$ cat config.mk
export PLATFORM = sky130hd
export DESIGN_NAME = sbwpl_regs
export DESIGN_NICKNAME = d
export VERILOG_FILES = /design/src/core/sbwpl_pkg.sv /design/src/core/sbwpl_wdog_if.sv /design/src/core/sbwpl_regs.sv /design/src/core/sbwpl_wdog.sv
export SDC_FILE = /design/constraint.sdc
export NUM_CORES = 1
export LEC_CHECK = 0
export BUFFER_PORTS_ARGS = -buffer_cell sky130_fd_sc_hd__buf_2
export CAP_MARGIN = 40
export CORE_ASPECT_RATIO = 0.8
export CORE_UTILIZATION = 55
export CTS_BUF_LIST = sky130_fd_sc_hd__clkbuf_8
export DETAILED_ROUTE_END_ITERATION = 8
export GPL_ROUTABILITY_DRIVEN = 0
export PLACE_DENSITY = 0.77
export SYNTH_ARGS = -nofsm -noshare
export SYNTH_HDL_FRONTEND = slang
export SYNTH_SLANG_ARGS = --single-unit
export TNS_END_PERCENT = 1
$ cat constraint.sdc
create_clock -name core_clk -period 2.6 [get_ports core_clk]
set_input_delay 0.39 -clock core_clk [delete_from_list [all_inputs] [get_ports core_clk]]
set_output_delay 0.39 -clock core_clk [all_outputs]
set_load 0.02 [all_outputs]
$ cat src/core/sbwpl_pkg.sv
// Constants, field layouts and types shared by the watchdog, error count and PLL source bank.
// Assumes an 8-bit register port with one byte per printed offset and a 50 MHz core clock.
package sbwpl_pkg;

   // Register offsets
   localparam logic [7:0] ADDR_WDOG = 8'h1e;
   localparam logic [7:0] ADDR_CRC  = 8'h2a;
   localparam logic [7:0] ADDR_PLL  = 8'h35;

   // Watchdog control fields
   localparam int WDOG_TMO_LSB = 1;
   localparam int WDOG_TMO_MSB = 7;
   localparam int WDOG_OFF_BIT = 0;

   // PLL clock source override fields
   localparam int PLL_OSC_BIT   = 0;
   localparam int PLL_EXT_BIT   = 1;
   localparam int PLL_STRAP_BIT = 3;

   // Reset values and the CRC count limit
   localparam logic [6:0] WDOG_TMO_RST = 7'h7f;
   localparam logic       WDOG_OFF_RST = 1'b0;
   localparam logic [7:0] CRC_CNT_RST  = 8'h00;
   localparam logic [7:0] CRC_CNT_MAX  = 8'hff;
   localparam logic       PLL_OSC_RST  = 1'b1;
   localparam logic       PLL_EXT_RST  = 1'b0;

   // Timing: one watchdog step is 2 ms
   localparam int CLK_HZ            = 50_000_000;
   localparam int WDOG_STEP_MS      = 2;
   localparam int WDOG_STEP_CYCLES  = WDOG_STEP_MS * (CLK_HZ / 1000);
   localparam int WDOG_PRE_W        = 17;

   // PLL reference choices
   typedef enum logic [1:0] {
      SBWPL_REF_PIXEL = 2'b00,
      SBWPL_REF_OSC   = 2'b01,
      SBWPL_REF_EXT   = 2'b10
   } sbwpl_ref_t;

   // Watchdog states
   typedef enum logic {
      SBWPL_WD_IDLE = 1'b0,
      SBWPL_WD_RUN  = 1'b1
   } sbwpl_wd_state_t;

endpackage

$ cat src/core/sbwpl_wdog_if.sv
// Signals between the register bank and its control-channel watchdog.
// Assumes both ends share core_clk.
`timescale 1ns/1ps
interface sbwpl_wdog_if;
   logic       txn_start;
   logic       txn_done;
   logic [6:0] timeout;
   logic       wd_off;
   logic       abort;
   logic       busy;

   // Register bank side
   modport ctl (output txn_start, output txn_done, output timeout, output wd_off,
                input abort, input busy);
   // Timer side
   modport tmr (input txn_start, input txn_done, input timeout, input wd_off,
                output abort, output busy);
endinterface

$ cat src/core/sbwpl_regs.sv
// Register bank for the control-channel watchdog, back-channel CRC error count and PLL source.
// Assumes a byte-wide register port from the serial management slave, synchronous to core_clk,
// with one-cycle read and write strobes; the global override bit arrives as a level.
`timescale 1ns/1ps

// How it works
// - The timeout is bits 7:1 of the watchdog register times 2 ms, 0 counting as 128, reset value 0x7f.
// - Watchdog bit 0 set to 1 stops the watchdog, 0 lets it run, and it resets to 0.
// - A read-only 8-bit count of back-channel CRC errors in self-test, reset to zero.
// - PLL register bit 3 shows whether the mode strap selects external oscillator mode.
// - With override set, bit 0 at 1 feeds the internal oscillator to the PLL; it resets to 1.
// - With override set and bit 0 clear, bit 1 picks the external pin, else pixel clock.
module sbwpl_regs #(
   parameter int WDOG_STEP_CYCLES = sbwpl_pkg::WDOG_STEP_CYCLES
) (
   input  wire logic        core_clk,
   input  wire logic        reset,
   input  wire logic        ce,
   input  wire logic [7:0]  reg_addr,
   input  wire logic [7:0]  reg_wdata,
   input  wire logic        reg_wr,
   input  wire logic        reg_rd,
   output logic      [7:0]  reg_rdata,
   output logic             reg_rvalid,
   input  wire logic        bcc_txn_start,
   input  wire logic        bcc_txn_done,
   output logic             bcc_txn_abort,
   output logic             bcc_busy,
   input  wire logic        selftest_active,
   input  wire logic        bc_crc_err,
   input  wire logic        pll_source_override,
   input  wire logic        strap_ext_osc_mode,
   output logic      [1:0]  pll_ref_sel
);

   sbwpl_wdog_if wd_if ();

   logic [6:0]  wd_tmo_r, wd_tmo_nxt;
   logic        wd_off_r, wd_off_nxt;
   logic [7:0]  crc_cnt_r, crc_cnt_nxt;
   logic        osc_bit_r, osc_bit_nxt;
   logic        ext_bit_r, ext_bit_nxt;
   logic        strap_r, strap_nxt;
   logic        strap_taken_r, strap_taken_nxt;
   logic [1:0]  ref_sel_r, ref_sel_nxt;
   logic [7:0]  rdata_r, rdata_nxt;
   logic        rvalid_r, rvalid_nxt;
   logic        wr_wdog;
   logic        wr_pll;

   // Write decode
   always_comb begin
      wr_wdog = 1'b0;
      wr_pll  = 1'b0;
      if (reg_wr && reg_addr == sbwpl_pkg::ADDR_WDOG) begin
         wr_wdog = 1'b1;
      end else if (reg_wr && reg_addr == sbwpl_pkg::ADDR_PLL) begin
         wr_pll = 1'b1;
      end
   end

   // Next values of the writable controls
   always_comb begin
      wd_tmo_nxt  = wd_tmo_r;
      wd_off_nxt  = wd_off_r;
      osc_bit_nxt = osc_bit_r;
      ext_bit_nxt = ext_bit_r;
      if (wr_wdog) begin
         wd_tmo_nxt = reg_wdata[sbwpl_pkg::WDOG_TMO_MSB:sbwpl_pkg::WDOG_TMO_LSB];
         wd_off_nxt = reg_wdata[sbwpl_pkg::WDOG_OFF_BIT];
      end
      if (wr_pll) begin
         osc_bit_nxt = reg_wdata[sbwpl_pkg::PLL_OSC_BIT];
         ext_bit_nxt = reg_wdata[sbwpl_pkg::PLL_EXT_BIT];
      end
   end

   // Control registers
   always_ff @(posedge core_clk) begin
      if (reset) begin
         wd_tmo_r  <= sbwpl_pkg::WDOG_TMO_RST;
         wd_off_r  <= sbwpl_pkg::WDOG_OFF_RST;
         osc_bit_r <= sbwpl_pkg::PLL_OSC_RST;
         ext_bit_r <= sbwpl_pkg::PLL_EXT_RST;
      end else if (ce) begin
         wd_tmo_r  <= wd_tmo_nxt;
         wd_off_r  <= wd_off_nxt;
         osc_bit_r <= osc_bit_nxt;
         ext_bit_r <= ext_bit_nxt;
      end
   end

   // Saturating CRC error count, only while self-test runs
   always_comb begin
      crc_cnt_nxt = crc_cnt_r;
      if (selftest_active && bc_crc_err && crc_cnt_r != sbwpl_pkg::CRC_CNT_MAX) begin
         crc_cnt_nxt = crc_cnt_r + 8'h01;
      end
   end

   always_ff @(posedge core_clk) begin
      if (reset) begin
         crc_cnt_r <= sbwpl_pkg::CRC_CNT_RST;
      end else if (ce) begin
         crc_cnt_r <= crc_cnt_nxt;
      end
   end

   // Strap is caught once on the first enabled cycle after reset release
   always_comb begin
      strap_nxt       = strap_r;
      strap_taken_nxt = 1'b1;
      if (!strap_taken_r) begin
         strap_nxt = strap_ext_osc_mode;
      end
   end

   always_ff @(posedge core_clk) begin
      if (reset) begin
         strap_r       <= 1'b0;
         strap_taken_r <= 1'b0;
      end else if (ce) begin
         strap_r       <= strap_nxt;
         strap_taken_r <= strap_taken_nxt;
      end
   end

   // PLL reference choice
   always_comb begin
      if (pll_source_override) begin
         if (osc_bit_r) begin
            ref_sel_nxt = sbwpl_pkg::SBWPL_REF_OSC;
         end else if (ext_bit_r) begin
            ref_sel_nxt = sbwpl_pkg::SBWPL_REF_EXT;
         end else begin
            ref_sel_nxt = sbwpl_pkg::SBWPL_REF_PIXEL;
         end
      end else if (strap_r) begin
         ref_sel_nxt = sbwpl_pkg::SBWPL_REF_EXT;
      end else begin
         ref_sel_nxt = sbwpl_pkg::SBWPL_REF_PIXEL;
      end
   end

   always_ff @(posedge core_clk) begin
      if (reset) begin
         ref_sel_r <= sbwpl_pkg::SBWPL_REF_PIXEL;
      end else if (ce) begin
         ref_sel_r <= ref_sel_nxt;
      end
   end

   // Read mux; unmapped offsets and reserved bits read as zero
   always_comb begin
      rdata_nxt  = rdata_r;
      rvalid_nxt = reg_rd;
      if (reg_rd) begin
         if (reg_addr == sbwpl_pkg::ADDR_WDOG) begin
            rdata_nxt = {wd_tmo_r, wd_off_r};
         end else if (reg_addr == sbwpl_pkg::ADDR_CRC) begin
            rdata_nxt = crc_cnt_r;
         end else if (reg_addr == sbwpl_pkg::ADDR_PLL) begin
            rdata_nxt = {4'h0, strap_r, 1'b0, ext_bit_r, osc_bit_r};
         end else begin
            rdata_nxt = 8'h00;
         end
      end
   end

   always_ff @(posedge core_clk) begin
      if (reset) begin
         rdata_r  <= 8'h00;
         rvalid_r <= 1'b0;
      end else if (ce) begin
         rdata_r  <= rdata_nxt;
         rvalid_r <= rvalid_nxt;
      end
   end

   // Watchdog hookup
   assign wd_if.txn_start = bcc_txn_start;
   assign wd_if.txn_done  = bcc_txn_done;
   assign wd_if.timeout   = wd_tmo_r;
   assign wd_if.wd_off    = wd_off_r;

   sbwpl_wdog #(
      .STEP_CYCLES (WDOG_STEP_CYCLES)
   ) u_wdog (
      .core_clk (core_clk),
      .reset    (reset),
      .ce       (ce),
      .wd       (wd_if.tmr)
   );

   assign bcc_txn_abort = wd_if.abort;
   assign bcc_busy      = wd_if.busy;
   assign reg_rdata     = rdata_r;
   assign reg_rvalid    = rvalid_r;
   assign pll_ref_sel   = ref_sel_r;

   a_crc_saturates: assert property (@(posedge core_clk) disable iff (reset)
      crc_cnt_r == sbwpl_pkg::CRC_CNT_MAX |=> crc_cnt_r == sbwpl_pkg::CRC_CNT_MAX)
      else $error("CRC count wrapped");

   a_crc_counts_up: assert property (@(posedge core_clk) disable iff (reset)
      ce && selftest_active && bc_crc_err && crc_cnt_r != sbwpl_pkg::CRC_CNT_MAX
      |=> crc_cnt_r == $past(crc_cnt_r) + 8'h01)
      else $error("CRC error not counted");

   a_crc_needs_test: assert property (@(posedge core_clk) disable iff (reset)
      !(selftest_active && bc_crc_err) |=> $stable(crc_cnt_r))
      else $error("CRC count moved outside self-test");

   a_osc_selected: assert property (@(posedge core_clk) disable iff (reset)
      ce && pll_source_override && osc_bit_r |=> ref_sel_r == sbwpl_pkg::SBWPL_REF_OSC)
      else $error("Oscillator not selected");

   a_ext_selected: assert property (@(posedge core_clk) disable iff (reset)
      ce && pll_source_override && !osc_bit_r
      |=> ref_sel_r == ($past(ext_bit_r) ? sbwpl_pkg::SBWPL_REF_EXT : sbwpl_pkg::SBWPL_REF_PIXEL))
      else $error("Wrong override reference");

   a_strap_selects: assert property (@(posedge core_clk) disable iff (reset)
      ce && !pll_source_override
      |=> ref_sel_r == ($past(strap_r) ? sbwpl_pkg::SBWPL_REF_EXT : sbwpl_pkg::SBWPL_REF_PIXEL))
      else $error("Strap reference not used");

   a_strap_readback: assert property (@(posedge core_clk) disable iff (reset)
      ce && reg_rd && reg_addr == sbwpl_pkg::ADDR_PLL
      |=> reg_rvalid && reg_rdata[3] == $past(strap_r))
      else $error("Strap status misread");

   a_wdog_defaults: assert property (@(posedge core_clk)
      $fell(reset) |-> wd_tmo_r == sbwpl_pkg::WDOG_TMO_RST && !wd_off_r && osc_bit_r)
      else $error("Bad reset values");

   c_crc_full: cover property (@(posedge core_clk) disable iff (reset)
      crc_cnt_r == sbwpl_pkg::CRC_CNT_MAX);
   c_ext_ref: cover property (@(posedge core_clk) disable iff (reset)
      ref_sel_r == sbwpl_pkg::SBWPL_REF_EXT);
   c_wdog_off_write: cover property (@(posedge core_clk) disable iff (reset)
      wr_wdog && reg_wdata[0]);

endmodule // sbwpl_regs

$ cat src/core/sbwpl_wdog.sv
// Control-channel watchdog timer: counts 2 ms steps while a transaction is open.
// Assumes start and done are one-cycle pulses synchronous to core_clk.
`timescale 1ns/1ps
module sbwpl_wdog #(
   parameter int STEP_CYCLES = sbwpl_pkg::WDOG_STEP_CYCLES
) (
   input  wire logic  core_clk,
   input  wire logic  reset,
   input  wire logic  ce,
   sbwpl_wdog_if.tmr  wd
);
   localparam logic [sbwpl_pkg::WDOG_PRE_W-1:0] PRE_LAST =
      sbwpl_pkg::WDOG_PRE_W'(STEP_CYCLES - 1);

   sbwpl_pkg::sbwpl_wd_state_t             state_r, state_nxt;
   logic [sbwpl_pkg::WDOG_PRE_W-1:0]       pre_r, pre_nxt;
   logic [6:0]                             steps_r, steps_nxt;
   logic                                   abort_r, abort_nxt;

   // Next state of the timer
   always_comb begin
      state_nxt = state_r;
      pre_nxt   = pre_r;
      steps_nxt = steps_r;
      abort_nxt = 1'b0;
      if (wd.wd_off) begin
         state_nxt = sbwpl_pkg::SBWPL_WD_IDLE;
         pre_nxt   = '0;
         steps_nxt = '0;
      end else begin
         case (state_r)
            sbwpl_pkg::SBWPL_WD_IDLE: begin
               if (wd.txn_start) begin
                  state_nxt = sbwpl_pkg::SBWPL_WD_RUN;
                  pre_nxt   = '0;
                  steps_nxt = '0;
               end
            end
            sbwpl_pkg::SBWPL_WD_RUN: begin
               if (wd.txn_done) begin
                  state_nxt = sbwpl_pkg::SBWPL_WD_IDLE;
               end else if (wd.txn_start) begin
                  pre_nxt   = '0;
                  steps_nxt = '0;
               end else if (pre_r == PRE_LAST) begin
                  pre_nxt   = '0;
                  steps_nxt = steps_r + 7'h01;
                  if (steps_r + 7'h01 == wd.timeout) begin
                     abort_nxt = 1'b1;
                     state_nxt = sbwpl_pkg::SBWPL_WD_IDLE;
                  end
               end else begin
                  pre_nxt = pre_r + 1'b1;
               end
            end
            default: state_nxt = sbwpl_pkg::SBWPL_WD_IDLE;
         endcase
      end
   end

   // Timer registers, frozen while ce is low
   always_ff @(posedge core_clk) begin
      if (reset) begin
         state_r <= sbwpl_pkg::SBWPL_WD_IDLE;
         pre_r   <= '0;
         steps_r <= '0;
         abort_r <= 1'b0;
      end else if (ce) begin
         state_r <= state_nxt;
         pre_r   <= pre_nxt;
         steps_r <= steps_nxt;
         abort_r <= abort_nxt;
      end
   end

   assign wd.abort = abort_r;
   assign wd.busy  = (state_r == sbwpl_pkg::SBWPL_WD_RUN);

   // Abort comes only from a running timer at a step boundary
   a_abort_from_run: assert property (@(posedge core_clk) disable iff (reset)
      $rose(abort_r) |-> $past(state_r == sbwpl_pkg::SBWPL_WD_RUN && pre_r == PRE_LAST))
      else $error("Abort without running timer at step end");

   a_off_no_abort: assert property (@(posedge core_clk) disable iff (reset)
      ce && wd.wd_off |=> !abort_r && state_r == sbwpl_pkg::SBWPL_WD_IDLE)
      else $error("Watchdog acted while disabled");

   a_done_stops_timer: assert property (@(posedge core_clk) disable iff (reset)
      ce && !wd.wd_off && wd.txn_done && state_r == sbwpl_pkg::SBWPL_WD_RUN
      |=> state_r == sbwpl_pkg::SBWPL_WD_IDLE && !abort_r)
      else $error("Timer kept running after done");

   a_start_restart: assert property (@(posedge core_clk) disable iff (reset)
      ce && !wd.wd_off && wd.txn_start && !wd.txn_done
      |=> state_r == sbwpl_pkg::SBWPL_WD_RUN && pre_r == '0 && steps_r == '0)
      else $error("Timer did not restart on start");

   a_abort_at_timeout: assert property (@(posedge core_clk) disable iff (reset)
      $rose(abort_r) |-> steps_r == wd.timeout)
      else $error("Abort before programmed step count");

   c_abort_seen: cover property (@(posedge core_clk) disable iff (reset) $rose(abort_r));
   c_done_in_time: cover property (@(posedge core_clk) disable iff (reset)
      wd.busy && wd.txn_done && ce);

endmodule // sbwpl_wdog

==> results.md <==
- Status: finished clean
- WS Path Type: reg2reg
- Layout cells sized above 1: 19.4%
- Antenna Cells: 0
- Warnings, synthesis: 0
- Max VDD drop: 0.371 mV
- Setup TNS: 0 ns
- Hold crit path type: in2reg
- Die W: 81.8 µm
- DRC viols: 0
- RSZ-0062 raised after global routing: false
- Clock latency on the worst-skew pair: 0.34 ns
- Final nets: roughly 400
- Final hold violation count: 0
- Clock Sinks: 57
- Die Ht: around 66 µm
- Worst EP arrival: 2.23 ns
- FMAX: 507 MHz
- Post-synth top area share: 40.7%
- I/O Buffers: 39
- R2r worst-path depth: 5
- Register area share after synthesis: approximately 40%
- Synth area leaders: dfxtp_1, nor2_1, xnor2_1
- Antenna viol nets, final: 0
- Synth Flop Type: dfxtp_1
- Final Util: 68.7%
- Boundary pin count: 40
- P&R area growth vs syn: 16.1%
- Syn_area_per_cell: 8.65 µm²
- Clock Path Buffers: 2
- Cell Pwr Density: 529 nW/µm²
- Number of flops mapped to enable cells by yosys: 0
- Part of the cycle the worst path needs: 75.8%
- CP endpoint kind: register
- Htree depth: 3
- Setup-failing EPs final: 0
- Final Max Tran Viols: 0
- Reg clk slew, reported paths: 0.06 ns
- All-Layer GR Usage: 27.2%
- Max-slew headroom: 48.9%
- DP HPWL: 4600 µm
- Initial drt markers: 152
- Clock skew: 0.00572 ns
- Req. time, crit path: 2.86 ns
- Routed vias: about 2500
- Net Count, Synth: about 350
- TritonRoute pass-1 iters: 4
- Post-Syn Instances: ~320
- Pleak: around 1.3 nW
- WL final: ~6600 µm
- CTS Hold Buffers Added: 0
- Worst-Margin Slew: 0.767 ns
- Initial antenna violation count: 0
- # Post-CTS Setup Buffers: 0
- FFs w/ async S/R, synth: 0%
- Vias in the first global route: 2281
- Routed len/inst: 15.0 µm
- PostCTS Resize Cnt: 0
- Core Box Area: about 4700 µm²
- Flops & latches, synth: 57
- Largest net degree at the start of global routing: 43
- Initial core utilization: 59.2%
- CTS tree: built
- # Max-Cap Violations: 0
- Post-Syn Area: 2800 µm²
- Die area: between 5000 and 6000 µm²
- Root buf cell: clkbuf_8
- Num CTS Buffers: 9
- DR vias/cell: 5.82
- First-pass GRT wire length: 10900 µm
- Site Rows: 22
- Type of origin of the critical path: register
- Hold Path Depth: 3
- Min Tclk post-route: 1.97 ns
- Post-synth cell types: 50
- GRT overflow: 0
- Crit-path max FO: 8
- Cell accounting for the most synthesized area: dfxtp_1
## registers in the layout (all words and copies together) (netlist names), 2 cells and up
register and count:
pll_ref_sel 2, wd_if.timeout 7, u_wdog.pre_r 17, u_wdog.steps_r 7
reg_rdata 8, crc_cnt_r 8
## critical path, stage by stage, from the launching register on
cell and delay (ns):
dfxtp_1 0.34, or4b_4 0.56, nor3_4 0.29, nand2_2 0.08
or4_1 0.47, a21oi_1 0.15
## stage by stage
stage,area (µm²),total power [mW],cells,setup WS [ns],hold WS [ns]
after floorplan,2800,0.989,324,0.772,0.435
after global placement,3090,1.04,421,0.634,0.446
after detailed placement,3090,1.04,421,0.574,0.457
after CTS,3250,1.73,436,0.642,0.285
after global routing,3250,1.78,436,0.544,0.297
final,3250,1.72,436,0.629,0.294
## layer usage
layer / vias to the layer above / global-route usage (%) / routed length (µm)
li1: 1256 / - / -
met3: 6 / 9.52 / 392
met1: 1193 / 38.5 / 3340
met4: 0 / 6.58 / 53
met2: 81 / 39.2 / 2770
met5: - / 0 / 0
## area by class of cell
class,instances,area (µm²)
Clock buffer,10,138
Inverter,11,41.3
Clock inverter,5,23.8
Tap cell,60,75.1
Multi-Input combinational cell,246,1580
Sequential cell,57,1140
Fill cell,404,1480
Timing Repair Buffer,47,255
## logic make-up (layout without fill, tap and decap cells)
group	after synthesis	count (layout)	share of synthesized area [%]
simple gates	145	145	28.0
xor+xnor	32	32	10.0
flops	57	57	40.7
fa+ha+maj	3	3	1.34
buf+inv	21	73	2.95
compound gates	60	60	14.9
mux	6	6	2.14
## placed cells by master, fill, tap and decap left out, drive strengths merged, types with 5 or more instances in the layout
cell type  netlist  routed
a211o            8       8
a21oi           18      18
a22o             5       5
a22oi            5       5
and2             5       5
and3             8       8
buf              2      47
clkbuf           8      10
dfxtp           57      57
inv             11      12
mux2i            6       6
nand2           17      17
nand2b           6       6
nand3           15      15
nand4           12      12
nor2            50      50
nor2b            5       5
nor3             8       8
o21ai            8       8
xnor2           16      16
xor2            16      16
## report_power, final
group | switching, mW | total, mW | leakage, nW | internal [mW]
registers | 0.00893 | 0.894 | 0.461 | 0.885
logic | 0.0809 | 0.132 | 0.726 | 0.0515
clock network | 0.340 | 0.695 | 0.0929 | 0.355
total | 0.430 | 1.72 | 1.28 | 1.29
## Yosys cell counts, drive strengths merged (11+ instances only)
library cell and instances:
dfxtp 57, nor2 50, a21oi 18, nand4 12, nand2 17, nand3 15, inv 11, xnor2 16
xor2 16
## path summary, 6_finish.rpt
kind                 startpoint                 to  slack [ns]
max             u_wdog.pre_r[6]  u_wdog.steps_r[2]        0.63
min          strap_ext_osc_mode            strap_r        0.29
max reg2reg     u_wdog.pre_r[6]  u_wdog.steps_r[2]        0.63
min reg2reg      pll_ref_sel[0]     pll_ref_sel[0]        0.46
Note: power is estimated with default switching activity, not from simulation.
